**src/hw/has_pkg.sv**
```systemverilog
`default_nettype none
package has_pkg;

    ////////////////////////////////////////////////////////////////////////////
    // clock and timing
    localparam int CLK_NS           = 8;
    localparam int CNT_W            = 6;
    localparam int WAIT_IMMED_NS    = 8;
    localparam int WAIT_CTRL_NS     = 45;
    localparam int WAIT_INT_NS      = 90;
    localparam int WAIT_INFO_NS     = 135;
    localparam int WAIT_FREERUN_NS  = 180;
    localparam int WAIT_PWR_NS      = 315;
    localparam int WAIT_DROP_NS     = 180;
    localparam int TX_LEVEL_NS      = 135;
    // all times round down
    localparam logic [CNT_W-1:0] IMMED_CYC   = CNT_W'(WAIT_IMMED_NS / CLK_NS);
    localparam logic [CNT_W-1:0] CTRL_CYC    = CNT_W'(WAIT_CTRL_NS / CLK_NS);
    localparam logic [CNT_W-1:0] INT_CYC     = CNT_W'(WAIT_INT_NS / CLK_NS);
    localparam logic [CNT_W-1:0] INFO_CYC    = CNT_W'(WAIT_INFO_NS / CLK_NS);
    localparam logic [CNT_W-1:0] FREERUN_CYC = CNT_W'(WAIT_FREERUN_NS / CLK_NS);
    localparam logic [CNT_W-1:0] PWR_CYC     = CNT_W'(WAIT_PWR_NS / CLK_NS);
    localparam logic [CNT_W-1:0] DROP_CYC    = CNT_W'(WAIT_DROP_NS / CLK_NS);
    localparam logic [CNT_W-1:0] TXLVL_CYC   = CNT_W'(TX_LEVEL_NS / CLK_NS);

    ////////////////////////////////////////////////////////////////////////////
    // address map, byte addresses
    localparam int ADDR_W = 8;
    localparam int DATA_W = 32;
    localparam logic [2:0]        RX_DATA_REGION    = 3'h0;
    localparam logic [2:0]        TX_DATA_REGION    = 3'h1;
    localparam logic [ADDR_W-1:0] RX_STATUS_FIFO    = 8'h40;
    localparam logic [ADDR_W-1:0] TX_STATUS_FIFO    = 8'h48;
    localparam logic [ADDR_W-1:0] IDENTITY_REVISION = 8'h50;
    localparam logic [ADDR_W-1:0] IRQ_CONFIG        = 8'h54;
    localparam logic [ADDR_W-1:0] INTERRUPT_STATUS  = 8'h58;
    localparam logic [ADDR_W-1:0] INTERRUPT_ENABLE  = 8'h5C;
    localparam logic [ADDR_W-1:0] PATTERN_TEST      = 8'h64;
    localparam logic [ADDR_W-1:0] FIFO_INTERRUPT    = 8'h68;
    localparam logic [ADDR_W-1:0] RECEIVE_CONFIG    = 8'h6C;
    localparam logic [ADDR_W-1:0] TRANSMIT_CONFIG   = 8'h70;
    localparam logic [ADDR_W-1:0] HARDWARE_CONFIG   = 8'h74;
    localparam logic [ADDR_W-1:0] RX_DATAPATH_CTRL  = 8'h78;
    localparam logic [ADDR_W-1:0] RECEIVE_FIFO_INFO = 8'h7C;
    localparam logic [ADDR_W-1:0] TRANSMIT_FIFO_INF = 8'h80;
    localparam logic [ADDR_W-1:0] POWER_MGMT_CTRL   = 8'h84;
    localparam logic [ADDR_W-1:0] GPIO_CONFIG       = 8'h88;
    localparam logic [ADDR_W-1:0] TIMER_CONFIG      = 8'h8C;
    localparam logic [ADDR_W-1:0] TIMER_COUNT       = 8'h90;
    localparam logic [ADDR_W-1:0] BYTE_LANE_SWAP    = 8'h98;
    localparam logic [ADDR_W-1:0] FREE_RUN_COUNTER  = 8'h9C;
    localparam logic [ADDR_W-1:0] RECEIVE_DROP_CNT  = 8'hA0;
    localparam logic [ADDR_W-1:0] MAC_IND_COMMAND   = 8'hA4;
    localparam logic [ADDR_W-1:0] MAC_IND_DATA      = 8'hA8;
    localparam logic [ADDR_W-1:0] FLOW_CTRL_CONFIG  = 8'hAC;
    localparam logic [ADDR_W-1:0] EEPROM_COMMAND    = 8'hB0;
    localparam logic [ADDR_W-1:0] EEPROM_DATA       = 8'hB4;

    ////////////////////////////////////////////////////////////////////////////
    // update event indices
    localparam int EVT_N        = 4;
    localparam int EVT_TX_LEVEL = 0;
    localparam int EVT_RX_INFO  = 1;
    localparam int EVT_TX_INFO  = 2;
    localparam int EVT_DROP     = 3;
    localparam logic [EVT_N-1:0][CNT_W-1:0] EVT_CYC = {DROP_CYC, INFO_CYC, INFO_CYC, TXLVL_CYC};

    ////////////////////////////////////////////////////////////////////////////
    // types
    typedef enum logic [2:0] {
        HAS_IDLE  = 3'b001,
        HAS_READ  = 3'b010,
        HAS_WRITE = 3'b100
    } has_phase_e;

    typedef enum logic [1:0] {
        HAS_RD_SINGLE       = 2'h0,
        HAS_RD_BURST        = 2'h1,
        HAS_RD_DIRECT       = 2'h2,
        HAS_RD_DIRECT_BURST = 2'h3
    } has_rdkind_e;

    typedef struct packed {
        logic              chip_select_low;
        logic              read_strobe_low;
        logic              write_strobe_low;
        logic              fifo_select;
        logic [ADDR_W-1:0] addr;
        logic [DATA_W-1:0] data;
    } has_pins_s;

    typedef struct packed {
        logic [ADDR_W-1:0] addr;
        logic [DATA_W-1:0] data;
    } has_wr_s;

endpackage
`default_nettype wire

```
**src/hw/has_host_port.sv**
```systemverilog
`timescale 1ns/1ps
`default_nettype none
//////////////////////////////////////////////////////////////////////////////////
module has_host_port #(
    parameter int ADDR_W = has_pkg::ADDR_W,
    parameter int DATA_W = has_pkg::DATA_W
) (
    // clock and reset
    input  wire logic               clk,
    input  wire logic               rst_b,
    // host pins
    input  wire has_pkg::has_pins_s pins,
    // read cycle events
    output var  logic               counter_latch,
    output var  logic               read_beat,
    output var  has_pkg::has_rdkind_e read_kind,
    output var  logic [ADDR_W-1:0]  read_addr,
    // write side
    output var  logic               wr_commit,
    output var  has_pkg::has_wr_s   wr_commit_word,
    output var  logic               tx_push,
    output var  logic [DATA_W-1:0]  tx_push_data,
    // delayed status updates
    output var  logic               tx_level_update,
    output var  logic               rx_info_update,
    output var  logic               tx_info_update,
    output var  logic               drop_update
);

    ////////////////////////////////////////////////////////////////////////////
    // elaboration checks
    if (ADDR_W != has_pkg::ADDR_W || DATA_W != has_pkg::DATA_W) begin : g_chk
        $error("has_host_port: widths must match the pin struct");
    end

    ////////////////////////////////////////////////////////////////////////////
    // decode helpers
    function automatic logic is_rx_data(input logic [ADDR_W-1:0] a, input logic fs);
        return fs || (a[ADDR_W-1:5] == has_pkg::RX_DATA_REGION);
    endfunction

    function automatic logic is_tx_data(input logic [ADDR_W-1:0] a, input logic fs);
        return !fs && (a[ADDR_W-1:5] == has_pkg::TX_DATA_REGION);
    endfunction

    // cycles until a written value shows, never past the host wait
    function automatic logic [has_pkg::CNT_W-1:0] settle_cycles(input logic [ADDR_W-1:0] a);
        logic [has_pkg::CNT_W-1:0] c;
        c = has_pkg::CTRL_CYC;
        unique case (a)
            has_pkg::IDENTITY_REVISION,
            has_pkg::PATTERN_TEST,
            has_pkg::RECEIVE_FIFO_INFO,
            has_pkg::RECEIVE_DROP_CNT:  c = has_pkg::IMMED_CYC;
            has_pkg::INTERRUPT_STATUS:  c = has_pkg::INT_CYC;
            has_pkg::IRQ_CONFIG,
            has_pkg::TRANSMIT_FIFO_INF,
            has_pkg::TIMER_COUNT:       c = has_pkg::INFO_CYC;
            has_pkg::POWER_MGMT_CTRL:   c = has_pkg::PWR_CYC;
            has_pkg::FREE_RUN_COUNTER:  c = has_pkg::FREERUN_CYC;
            default:                    c = has_pkg::CTRL_CYC;
        endcase
        return c;
    endfunction

    ////////////////////////////////////////////////////////////////////////////
    // state
    typedef struct packed {
        has_pkg::has_phase_e                               phase;
        logic                                              counter_latch;
        logic                                              read_beat;
        has_pkg::has_rdkind_e                              read_kind;
        logic [ADDR_W-1:0]                                 read_addr;
        has_pkg::has_wr_s                                  wr_cap;
        logic                                              commit_pend;
        logic [has_pkg::CNT_W-1:0]                         commit_cnt;
        has_pkg::has_wr_s                                  commit_hold;
        logic                                              wr_commit;
        has_pkg::has_wr_s                                  commit_out;
        logic                                              tx_push;
        logic [DATA_W-1:0]                                 tx_push_data;
        logic [has_pkg::EVT_N-1:0]                         evt_run;
        logic [has_pkg::EVT_N-1:0][has_pkg::CNT_W-1:0]     evt_cnt;
        logic [has_pkg::EVT_N-1:0]                         evt_fire;
    } has_state_s;

    has_state_s                state_ff;
    has_state_s                nxt_state;
    logic                      rd_act;
    logic                      wr_act;
    logic                      wr_done;
    logic [has_pkg::EVT_N-1:0] evt_trig;

    assign rd_act = !pins.chip_select_low && !pins.read_strobe_low;
    assign wr_act = !pins.chip_select_low && !pins.write_strobe_low;

    ////////////////////////////////////////////////////////////////////////////
    // next state
    always_comb begin
        nxt_state               = state_ff;
        nxt_state.counter_latch = 1'b0;
        nxt_state.read_beat     = 1'b0;
        nxt_state.wr_commit     = 1'b0;
        nxt_state.tx_push       = 1'b0;
        nxt_state.evt_fire      = '0;
        wr_done                 = 1'b0;
        evt_trig                = '0;

        unique case (state_ff.phase)
            has_pkg::HAS_IDLE: begin
                if (rd_act) begin
                    nxt_state.phase         = has_pkg::HAS_READ;
                    nxt_state.counter_latch = 1'b1;
                    nxt_state.read_beat     = 1'b1;
                    nxt_state.read_addr     = pins.addr;
                    nxt_state.read_kind     = pins.fifo_select ? has_pkg::HAS_RD_DIRECT
                                                               : has_pkg::HAS_RD_SINGLE;
                end else if (wr_act) begin
                    nxt_state.phase       = has_pkg::HAS_WRITE;
                    nxt_state.wr_cap.addr = pins.addr;
                    nxt_state.wr_cap.data = pins.data;
                end
            end
            has_pkg::HAS_READ: begin
                if (!rd_act) begin
                    nxt_state.phase = has_pkg::HAS_IDLE;
                    if (is_rx_data(state_ff.read_addr, state_ff.read_kind[1])
                        || state_ff.read_addr == has_pkg::RX_STATUS_FIFO) begin
                        evt_trig[has_pkg::EVT_RX_INFO] = 1'b1;
                    end
                    if (state_ff.read_addr == has_pkg::TX_STATUS_FIFO) begin
                        evt_trig[has_pkg::EVT_TX_INFO] = 1'b1;
                    end
                    if (state_ff.read_addr == has_pkg::RECEIVE_DROP_CNT) begin
                        evt_trig[has_pkg::EVT_DROP] = 1'b1;
                    end
                end else if (pins.addr != state_ff.read_addr) begin
                    nxt_state.read_beat    = 1'b1;
                    nxt_state.read_addr    = pins.addr;
                    nxt_state.read_kind    = state_ff.read_kind[1] ? has_pkg::HAS_RD_DIRECT_BURST
                                                                   : has_pkg::HAS_RD_BURST;
                end
            end
            has_pkg::HAS_WRITE: begin
                if (wr_act) begin
                    nxt_state.wr_cap.addr = pins.addr;
                    nxt_state.wr_cap.data = pins.data;
                end else begin
                    nxt_state.phase = has_pkg::HAS_IDLE;
                    if (is_tx_data(state_ff.wr_cap.addr, 1'b0)) begin
                        nxt_state.tx_push       = 1'b1;
                        nxt_state.tx_push_data  = state_ff.wr_cap.data;
                        evt_trig[has_pkg::EVT_TX_LEVEL] = 1'b1;
                    end else begin
                        wr_done = 1'b1;
                    end
                end
            end
            default: begin
                nxt_state.phase = has_pkg::HAS_IDLE;
            end
        endcase

        // delayed register write, a newer write flushes the older one
        if (state_ff.commit_pend) begin
            if (state_ff.commit_cnt <= 1 || wr_done) begin
                nxt_state.wr_commit   = 1'b1;
                nxt_state.commit_out  = state_ff.commit_hold;
                nxt_state.commit_pend = 1'b0;
            end else begin
                nxt_state.commit_cnt = state_ff.commit_cnt - 1'b1;
            end
        end
        if (wr_done) begin
            nxt_state.commit_pend = 1'b1;
            nxt_state.commit_hold = state_ff.wr_cap;
            nxt_state.commit_cnt  = settle_cycles(state_ff.wr_cap.addr);
        end

        // update timers, a running timer covers a fresh trigger unless it is on its last count
        for (int i = 0; i < has_pkg::EVT_N; i++) begin
            if (state_ff.evt_run[i]) begin
                if (state_ff.evt_cnt[i] <= 1) begin
                    nxt_state.evt_fire[i] = 1'b1;
                    nxt_state.evt_run[i]  = 1'b0;
                end else begin
                    nxt_state.evt_cnt[i] = state_ff.evt_cnt[i] - 1'b1;
                end
            end
            if (evt_trig[i] && !(state_ff.evt_run[i] && state_ff.evt_cnt[i] > 1)) begin
                nxt_state.evt_run[i] = 1'b1;
                nxt_state.evt_cnt[i] = has_pkg::EVT_CYC[i];
            end
        end
    end

    ////////////////////////////////////////////////////////////////////////////
    // registers
    always_ff @(posedge clk) begin
        if (!rst_b) begin
            state_ff       <= '0;
            state_ff.phase <= has_pkg::HAS_IDLE;
        end else begin
            state_ff <= nxt_state;
        end
    end

    ////////////////////////////////////////////////////////////////////////////
    // outputs
    assign counter_latch   = state_ff.counter_latch;
    assign read_beat       = state_ff.read_beat;
    assign read_kind       = state_ff.read_kind;
    assign read_addr       = state_ff.read_addr;
    assign wr_commit       = state_ff.wr_commit;
    assign wr_commit_word  = state_ff.commit_out;
    assign tx_push         = state_ff.tx_push;
    assign tx_push_data    = state_ff.tx_push_data;
    assign tx_level_update = state_ff.evt_fire[has_pkg::EVT_TX_LEVEL];
    assign rx_info_update  = state_ff.evt_fire[has_pkg::EVT_RX_INFO];
    assign tx_info_update  = state_ff.evt_fire[has_pkg::EVT_TX_INFO];
    assign drop_update     = state_ff.evt_fire[has_pkg::EVT_DROP];

endmodule // has_host_port
`default_nettype wire

```
**config.mk**
```make
export PLATFORM = sky130hd
export DESIGN_NAME = has_host_port
export DESIGN_NICKNAME = d
export VERILOG_FILES = /design/src/hw/has_pkg.sv /design/src/hw/has_host_port.sv
export SDC_FILE = /design/constraint.sdc
export NUM_CORES = 1
export LEC_CHECK = 0
export CAP_MARGIN = 20
export CORE_AREA = 2 2 195 197
export CTS_CLUSTER_SIZE = 8
export DETAILED_ROUTE_END_ITERATION = 6
export DIE_AREA = 0 0 197 199
export DONT_BUFFER_PORTS = 1
export HOLD_SLACK_MARGIN = 0.1
export PLACE_DENSITY = 0.38
export SYNTH_ARGS = -nofsm -noshare
export SYNTH_HDL_FRONTEND = slang
export SYNTH_SLANG_ARGS = --single-unit
```
**constraint.sdc**
```tcl
create_clock -name clk -period 5.6 [get_ports clk]
set_input_delay 1.68 -clock clk [delete_from_list [all_inputs] [get_ports clk]]
set_output_delay 1.68 -clock clk [all_outputs]
set_load 0.03 [all_outputs]
```
### Word-level counts from Yosys, hierarchy flattened

Index checks and enable logic that the tools add are counted.

* output and inout bits: 90
* register bits after elaboration: 208
* input port bits: 46

* bitwise gates (word level): 7
* equal/unequal tests: 30
* muxes and demuxes: 60
* reduce and logical (&&, ||, !) cells: 55
* magnitude comparators: 9
* add/sub/neg operators: 5

Operators with widths (count)
* $mux 40: 2
* $pmux 40 s2: 1
* $mux 5: 12
* $eq 8x7->1 const B: 7
* $eq 8x8->1 const B: 6
* $mux 47: 1
* $mux 41: 1
* $reduce_and 2->1: 17
* $mux 33: 1
* $le 6x1->1 const B: 5
* $pmux 6 s5: 1
* $sub 6x1->6 const B: 5
* $mux 1: 26
* $gt 6x1->1 const B: 4
* $mux 11: 2
* $pmux 11 s2: 1
* $mux 3: 6
* $ne 2x2->1 const B: 7
* $reduce_bool 2->1: 7
* $mux 12: 1
* $logic_and 1x1->1: 10
* $pmux 3 s3: 1
* $ne 2x1->1 const B: 4
* $ne 8x8->1: 1
* other kinds (16): 37

### Logic depth before layout (Yosys ltp)

Gate-level depths: netlist of the first run.

* word-level depth: 9
* mapped depth: 8
* gate-level depth less buffers: 6

### Least setup slack after synthesis of the first run

No wires, ideal clock.

* path type: input-to-reg
* start: input pins[43] (netlist bit)
* end: register state_ff (netlist bit wr_commit)
* path buffers: 4
* arrival time: 2.900 ns
* slack: 2.585 ns
* required time: 5.485 ns
* setup time: 0.115 ns
* cell stages on the path: 8
* cells stage by stage: or2_1 > buf_2 > and3_1 > buf_6 > o21a_1 > buf_2 > buf_6 > and2_1

* longest elaborated chain between the ends: 6

RTL lines
* start: declaration: RTL line has_host_port.sv:12 `input wire has_pkg::has_pins_s pins,`
* $logic_not 1->1: RTL line has_host_port.sv:95 `assign wr_act = !pins.chip_select_low && !pins.write_strobe_low;`
* $logic_and 1x1->1: RTL line has_host_port.sv:95
* $mux 1: RTL line has_host_port.sv:145 `if (wr_act) begin`
* $mux 1: RTL line has_host_port.sv:109 `unique case (state_ff.phase)`
* $logic_or 1x1->1: RTL line has_host_port.sv:166 `if (state_ff.commit_cnt <= 1 || wr_done) begin`
* $mux 41: RTL line has_host_port.sv:166
* end signal: assignment: RTL line has_host_port.sv:204 `state_ff <= nxt_state;`
* end: declaration: RTL line has_host_port.sv:87 `has_state_s state_ff;`

Every way passes these cells.
A chain may end at the register's enable or synchronous reset.

### Final worst setup path of the first run

* start: input pins[43] (netlist bit)
* end: register state_ff (netlist bit wr_commit_word[2])

* longest elaborated chain between the ends: 6

RTL lines (RTL line)
* $logic_not 1->1: has_host_port.sv:95
* $logic_and 1x1->1: has_host_port.sv:95
* $mux 1: has_host_port.sv:145
* $mux 1: has_host_port.sv:109
* $logic_or 1x1->1: has_host_port.sv:166
* $reduce_and 2->1 (no line)

Every way passes these cells.

==> flow_metrics.tcl, run 1 <==
set metrics [dict create \
    status "completed" \
    maxCapViolations 0 \
    cp.required_ns 6.09 \
    cts_max_level 1 \
    p_int_uw 2470 \
    finalMaxSlewViolations 0 \
    fillers 4043 \
    antenna_found_initial 0 \
    initialDrtViolationCount 325 \
    cts_max_path_buffers 3 \
    tightest_slew_ns 0.916 \
    path_max_fanout 44 \
    die_area_um2 39200 \
    syn_nets 1178 \
    yosys_warnings 0 \
    switching_share 0.230 \
    diodes 0 \
    routabilityCongestion 0.754 \
    hpwl_um 15200 \
    top_layer_used "met4" \
    regArea_um2 4160 \
    tns_ns 0 \
    syn_inst 1122 \
    rrSetupSlack_ns 2.75 \
    root_buffer "clkbuf_16" \
    pwr-share-clk 0.497 \
    async_flop_share 0 \
    ys_ff_latch 208 \
    grt_pass1_vias 6627 \
    clkTransAtPathRegs_ns 0.05 \
    cts_hold_buf 0 \
    port_buffers 0 \
    clk-insertion-delay-late_ns 0.56 \
    max-slew-margin-rel 0.387 \
    met1_length_um 11200 \
    setup.worst_path.start_class "primary input" \
    start_util 0.248 \
    hold_viol 0 \
    p_total_uw 3210 \
    dieHeight_um 199 \
    cp-end-kind "flop" \
    cts_buffers 30 \
    synth_top_area_cell "dfxtp_1" \
    yosysSeqAreaShare 0.452 \
    dr.pass1.iters 4 \
    ys.flop_type "dfxtp_1" \
    powerDensity_nw_per_um2 329 \
    crit_type "primary input to flop" \
    cts_tree "yes" \
    grt_remaining_overflow 0 \
    combPwrFrac 0.027 \
    vdd_drop_max_mv 0.209 \
    vias 6757 \
    grt_max_degree 131 \
    seqPwrFrac 0.475 \
    synth.distinct_cells 61 \
    avgSynthCellArea_um2 8.20 \
    finClkSkew_ns 0.0132 \
    period_share 0.607 \
    io_pins 136 \
    p_sw_uw 739 \
    max_freq_mhz 294 \
    grt_usage 0.123 \
    grt_pass1_wl_um 38400 \
    drc 0 \
    synth_area_um2 9200 \
    drtAntennaViolNets 0 \
    met2_length_um 10900 \
    period_needed_ns 3.40 \
    totalWireLength_um 24100 \
    syn_to_final_growth_pct 6.20 \
    core_um2 37100 \
    synth_area_leaders "dfxtp_1, nand2_1, buf_4" \
    synth_top_cell_area_share 0.452 \
    wl_per_cell_um 16.3 \
    crit_arrival_ns 3.89 \
    drive_gt1_frac 0.0564 \
    hp-class "flop to flop" \
    power_leakage_uw 0.00308 \
    die-width_um 197 \
    synth_edf_count 0 \
    vias_per_cell 4.55 \
    final_nets 1064 \
    clkSinkCount 208 \
    std_cell_rows 71 \
    cts_resized 0 \
    timing.hold.ws_ns 0.452 \
    rsz0062_at_grt "false" \
    post_cts_buffers 0 \
    multi_input_area_um2 4080 \
    route.met3.wl_um 1500 \
    setup_viol 0 \
]
routing by layer:
layer  vias up  GRT usage
li1       3480          -
met1      3129      0.162
met2       115      0.195
met3        33     0.0336
met4         0     0.0407
met5         -          0
final timing paths:
| kind | from | endpoint | depth (start not counted) |
|---|---|---|---|
| min reg2reg | state_ff[112]$_SDFFE_PN0P_ | state_ff[112]$_SDFFE_PN0P_ | 2 |
| max | pins[43] | wr_commit_word[2]$_SDFFE_PN0P_ | 5 |
| min | state_ff[112]$_SDFFE_PN0P_ | state_ff[112]$_SDFFE_PN0P_ | 2 |
| max reg2reg | state_ff[207]$_SDFFE_PN0P_ | wr_commit_word[2]$_SDFFE_PN0P_ | 5 |
logic make-up after synthesis:
group | Yosys count | share of synthesized area
simple gates | 468 | 0.223
flops | 208 | 0.452
compound gates | 206 | 0.138
buf+inv | 167 | 0.107
mux | 41 | 0.0446
xor+xnor | 22 | 0.0209
fa+ha+maj | 10 | 0.0136
layout by cell type, fill, tap and decap left out, drive strengths merged, types with 9 or more instances in the layout:
cell	Yosys	final
a21oi	122	122
nand2	327	327
nor3	17	17
o211ai	13	13
mux2i	41	41
a211oi	11	11
ha	10	10
and2	13	13
nor2	36	36
or4	11	11
dfxtp	208	208
o21a	12	12
o31ai	9	9
nand3	12	12
xnor2	14	14
clkbuf	49	32
inv	13	13
worst max-delay path, cell delays in order:
cell and delay (ns):
or2_1 0.27, and3_2 0.86, o21a_2 0.52, buf_12 0.30
mux2i_1 0.22
sequential cells by signal, indices dropped and copies added, names as in the netlist:
signal / count
read_addr: 8
wr_commit: 1
tx_info_update: 1
drop_update: 1
wr_commit_word: 40
counter_latch: 1
read_beat: 1
state_ff: 118
read_kind: 2
tx_level_update: 1
tx_push: 1
tx_push_data: 32
rx_info_update: 1
cell type report:
class	instances	share of cell area
Inverter	13	0.00525
Clock inverter	2	0.00397
Tap cell	474	0.0607
Clock buffer	32	0.0776
Sequential cell	208	0.426
Timing Repair Buffer	8	0.00947
Multi-Input combinational cell	747	0.417
power by group through the flow:
stage               clock network (uW)  logic (uW)  registers (uW)
detailed placement                   0        86.1            1560
global route                      1720        98.4            1530
CTS                               1670        86.4            1530
finish                            1600        87.3            1530
global placement                     0        85.7            1560
floorplan                            0        95.2            1540
cells in the mapped netlist, drive strengths merged (5+ instances only):
master and instances:
a211oi 11, o21ai 6, o31ai 9, nor4 5, or4 11, nor2b 5, nand2 327, nand4 8
nor3 17, or3 6, clkbuf 49, buf 105, xnor2 14, mux2i 41, inv 13, nand3 12
xor2 8, nor2 36, ha 10, and3 6, a21oi 122, o21a 12, o211ai 13, a32oi 8
and2 13, dfxtp 208
metrics by stage:
step                      setup WS [ns]  area (um2)  instances   util
after floorplan                    2.59        9200       1122      -
after global placement             1.58        8950       1449  0.241
after detailed placement           1.52        8950       1449  0.241
after CTS                          2.12        9750       1483  0.262
after global routing               1.95        9770       1484  0.263
final                              2.20        9770       1484  0.263
Power figures use the tool's default switching activity.
==> run 2, diff against run 1 <==
--- a/config.mk
+++ b/config.mk
@@ -12,7 +12,7 @@
 export DIE_AREA = 0 0 197 199
 export DONT_BUFFER_PORTS = 1
 export HOLD_SLACK_MARGIN = 0.1
-export PLACE_DENSITY = 0.38
+export PLACE_DENSITY = 0.39
 export SYNTH_ARGS = -nofsm -noshare
 export SYNTH_HDL_FRONTEND = slang
 export SYNTH_SLANG_ARGS = --single-unit
==> constraint.sdc (replaced) <==
create_clock -name clk -period 2.75 [get_ports clk]
set_input_delay 0.825 -clock clk [delete_from_list [all_inputs] [get_ports clk]]
set_output_delay 0.825 -clock clk [all_outputs]
set_load 0.03 [all_outputs]
==> run 2 against run 1 <==
Highest routed layer is now met5. Largest power group unchanged. Non-clock buffer count is 15 higher. Critical path type is now flop to primary output. Critical path depth is 5 lower. Die area stayed put.
==> flow_metrics.tcl, run 2 (synthesis gave the netlist of run 1 again) <==
set metrics [dict create \
    status "completed" \
    multi_input_area_um2 4080 \
    clk-insertion-delay-late_ns 0.56 \
    core_um2 37100 \
    grt_pass1_vias 6663 \
    grt_pass1_wl_um 38300 \
    cts_tree "yes" \
    crit_type "flop to primary output" \
    period_needed_ns 2.08 \
    setup_viol 0 \
    cts_buffers 29 \
    max_freq_mhz 481 \
    setup.worst_path.start_class "flop" \
    hp-class "primary input to flop" \
    cp.depth 0 \
    io_pins 136 \
    antenna_found_initial 1 \
    grt_usage 0.123 \
    fillers 4054 \
    max-slew-margin-rel 0.378 \
    cp-endpoint "read_addr[7]" \
    die-width_um 197 \
    start_util 0.248 \
    cp-startpoint "read_addr[7]$_SDFFE_PN0P_" \
    hold_viol 0 \
    dr.pass1.iters 5 \
    finalMaxSlewViolations 0 \
    drive_gt1_frac 0.0695 \
    drc 0 \
    maxCapViolations 0 \
    vias 6818 \
    cp-end-kind "primary output" \
    routabilityCongestion 0.707 \
    rrSetupSlack_ns 0.67 \
    post_cts_buffers 0 \
    tightest_slew_ns 0.930 \
    r2r_start "state_ff[148]$_SDFFE_PN0P_" \
    regArea_um2 4160 \
    syn_to_final_growth_pct 6.93 \
    mostFrequentLayoutCell "nand2_1" \
    period_share 0.756 \
    rsz0062_at_grt "false" \
    utilization 0.265 \
    drtAntennaViolNets 0 \
    largest_reg_flops 118 \
    cts_max_level 1 \
    hold_start "pins[43]" \
    cts_resized 0 \
    clkSinkCount 208 \
    diodes 0 \
    cts_max_path_buffers 3 \
    tns_ns 0 \
    root_buffer "clkbuf_16" \
    cp.required_ns 1.93 \
    final_nets 1078 \
    hpwl_um 15900 \
    worst-r2r-cell-count 5 \
    dieHeight_um 199 \
    cts_hold_buf 0 \
    reg2reg_to "wr_commit_word[35]$_SDFFE_PN0P_" \
    port_buffers 0 \
    std_cell_rows 71 \
    finClkSkew_ns 0.0167 \
    grt_remaining_overflow 0 \
    die_area_um2 39200 \
    initialDrtViolationCount 358 \
    crit_arrival_ns 1.25 \
    totalWireLength_um 24500 \
    power_leakage_uw 0.00314 \
    grt_max_degree 131 \
    powerDensity_nw_per_um2 654 \
    final_cell_mix "nand2_1, dfxtp_1, a21oi_1" \
    path_max_fanout 8 \
    max_flop_register "state_ff" \
    vdd_drop_max_mv 0.452 \
    vias_per_cell 4.56 \
    clkTransAtPathRegs_ns 0.05 \
    wl_per_cell_um 16.4 \
]
[run 2: changes by cell type in the layout (fill, tap and decap cells not counted), sizes merged]
cell / delta
inv: +1
clkbuf: -3
buf: +15
clkinv: -2
[run 2: worst min-delay path by stage]
stage | to | slack, ns | cells past startpoint
2_1_floorplan | tx_level_update$_SDFF_PN0_ | 0.43 | 2
3_3_place_gp | wr_commit_word[11]$_SDFFE_PN0P_ | 0.44 | 2
3_5_place_dp | state_ff[122]$_SDFFE_PN0P_ | 0.45 | 2
4_1_cts | state_ff[205]$_SDFFE_PN1P_ | 0.35 | 1
5_1_grt | state_ff[205]$_SDFFE_PN1P_ | 0.37 | 1
6_report | state_ff[205]$_SDFFE_PN1P_ | 0.38 | 1
[run 2: cell type report]
class	count	share of cell area
Sequential cell	208	0.423
Multi-Input combinational cell	747	0.414
Clock buffer	29	0.0737
Tap cell	474	0.0603
Timing Repair Buffer	23	0.0214
Inverter	13	0.00521
Clock inverter	1	0.00203
[run 2: stage by stage]
stage	power (uW)	hold WS (ns)	area [um2]	cells	setup slack [ns]
floorplan	3330	0.433	9200	1122	0.590
global placement	3360	0.442	9090	1465	0.439
detailed placement	3360	0.447	9090	1465	0.440
CTS	6580	0.347	9840	1495	0.621
global route	6710	0.368	9840	1495	0.444
finish	6440	0.382	9840	1495	0.670
[run 2: where the power goes]
part | switching, uW | total, uW | internal [uW]
clock network | 1300 | 3140 | 1840
registers | 49.4 | 3100 | 3050
logic | 127 | 199 | 71.3
[run 2: metal layers]
| metal | part of all wire | track usage | routed length [um] |
|---|---|---|---|
| met1 | 0.45 | 0.158 | 11100 |
| met2 | 0.47 | 0.201 | 11400 |
| met3 | 0.061 | 0.0336 | 1500 |
| met4 | 0.019 | 0.0345 | 469 |
| met5 | 0.00065 | 0 | 16 |
==> run 3, diff against run 2 <==
--- a/config.mk
+++ b/config.mk
@@ -12,7 +12,7 @@
 export DIE_AREA = 0 0 197 199
 export DONT_BUFFER_PORTS = 1
 export HOLD_SLACK_MARGIN = 0.1
-export PLACE_DENSITY = 0.39
+export PLACE_DENSITY = 0.38
 export SYNTH_ARGS = -nofsm -noshare
 export SYNTH_HDL_FRONTEND = slang
 export SYNTH_SLANG_ARGS = --single-unit
==> constraint.sdc (replaced) <==
create_clock -name clk -period 2 [get_ports clk]
set_input_delay 0.6 -clock clk [delete_from_list [all_inputs] [get_ports clk]]
set_output_delay 0.6 -clock clk [all_outputs]
set_load 0.03 [all_outputs]
==> run 3 against run 2 <==
Flip-flop and latch count did not move. Register-to-register slack got worse by 0.46 ns. Critical path depth rose by 1. Global-route usage rose by 0.25 points. Die area did not move. Utilization rose by 0.87 points. Combinational power rose by 63%. Clock skew fell by 0.0086 ns.
==> flow_metrics.tcl, run 3 (synthesis gave the netlist of run 1 again) <==
set metrics [dict create \
    crit_slowest_cell "dfxtp_1" \
    finClkSkew_ns 0.00813 \
    start_util 0.248 \
    clkTransAtPathRegs_ns 0.05 \
    io_pins 136 \
    grt_most_used_layer "met2" \
    drive_gt1_frac 0.0907 \
    crit_arrival_ns 1.24 \
    maxCapViolations 0 \
    hpwl_um 16200 \
    path_max_fanout 6 \
    root_buffer "clkbuf_16" \
    largest_reg_flops 118 \
    finalMaxSlewViolations 0 \
    period_share 0.920 \
    mostFrequentLayoutCell "nand2_1" \
    vias 6911 \
    power_leakage_uw 0.00331 \
    grt_util_met2 0.197 \
    place_ws_ns 0.0940 \
    cts_tree "yes" \
    clk-insertion-delay-late_ns 0.56 \
    drc 0 \
    cp-end-kind "primary output" \
    wl_per_cell_um 16.3 \
    cp.required_ns 1.40 \
    grt_pass1_wl_um 39000 \
    diodes 0 \
    post_cts_buffers 0 \
    final_nets 1099 \
    rrSetupSlack_ns 0.21 \
    totalWireLength_um 24800 \
    drtAntennaViolNets 0 \
    antenna_found_initial 0 \
    setup.worst_path.start_class "flop" \
    tightest_slew_ns 0.560 \
    placedInstanceArea_um2 9340 \
    hold_viol 0 \
    utilization 0.274 \
    grt_pass1_vias 6764 \
    max_flop_register "state_ff" \
    dieHeight_um 199 \
    grt_usage 0.125 \
    layout_setup_ws_ns 0.161 \
    use_met1 0.164 \
    period_needed_ns 1.84 \
    max-slew-margin-rel 0.626 \
    cts_buffers 30 \
    grt_remaining_overflow 0 \
    status "completed" \
    cts_max_level 1 \
    cts_hold_buf 0 \
    crit_family "flip-flops" \
    setup_viol 0 \
    max_freq_mhz 544 \
    powerDensity_nw_per_um2 896 \
    syn_to_final_growth_pct 10.5 \
    routabilityCongestion 0.729 \
    core_um2 37100 \
    initialDrtViolationCount 293 \
    worst_path_largest_cell_delay_ns 0.45 \
    crit_type "flop to primary output" \
    tns_ns 0 \
    std_cell_rows 71 \
    cts_max_path_buffers 3 \
    hp-class "primary input to flop" \
    finalNonFillerCells 1521 \
    path_cells "buf_4" \
    use_met3 0.0341 \
    clkSinkCount 208 \
    die-width_um 197 \
    dp_cells 1485 \
    port_buffers 0 \
    die_area_um2 39200 \
    vdd_drop_max_mv 0.627 \
    dr.pass1.iters 4 \
    design_area_um2 10200 \
    rsz0062_at_grt "false" \
    final_cell_mix "nand2_1, dfxtp_1, a21oi_1" \
    grt_max_degree 131 \
    path_buf_inv 1 \
    vias_per_cell 4.54 \
    cts_resized 0 \
]
run 3: final timing paths:
| check | start | to | cells past startpoint |
|---|---|---|---|
| worst min-delay path | pins[43] | state_ff[205]$_SDFFE_PN1P_ | 1 |
| worst max-delay path | read_addr[7]$_SDFFE_PN0P_ | read_addr[7] | 1 |
| worst min register to register | state_ff[125]$_SDFFE_PN0P_ | state_ff[125]$_SDFFE_PN0P_ | 2 |
| worst max register to register | state_ff[12]$_SDFFE_PP0P_ | state_ff[15]$_SDFFE_PP0P_ | 4 |
run 3: area by class of cell:
class	count	area, um2
fill	4054	27000
multi-input combinational	747	4090
clock buffer	34	776
inverter	13	51.3
sequential	208	4160
clock inverter	2	35.0
timing repair buffer	43	460
tap	474	593
run 3: metrics by stage:
step                total power [uW]  hold WS (ns)
floorplan                       4570         0.433
CTS                             9310         0.109
global placement                4660         0.445
finish                          9110         0.145
detailed placement              4660         0.447
global route                    9490         0.125
run 3: layer usage:
metal | share of wire | wire (um)
met1 | 0.47 | 11700
met2 | 0.44 | 11000
met3 | 0.062 | 1540
met4 | 0.025 | 628
met5 | 0 | 0
run 3: power by group:
| part | leakage [uW] | total (uW) | internal (uW) | switching, uW |
|---|---|---|---|---|
| clock | 0.000396 | 4540 | 2690 | 1860 |
| combinational | 0.00124 | 325 | 124 | 201 |
| sequential | 0.00168 | 4240 | 4190 | 50.3 |
| total | 0.00331 | 9110 | 7000 | 2110 |
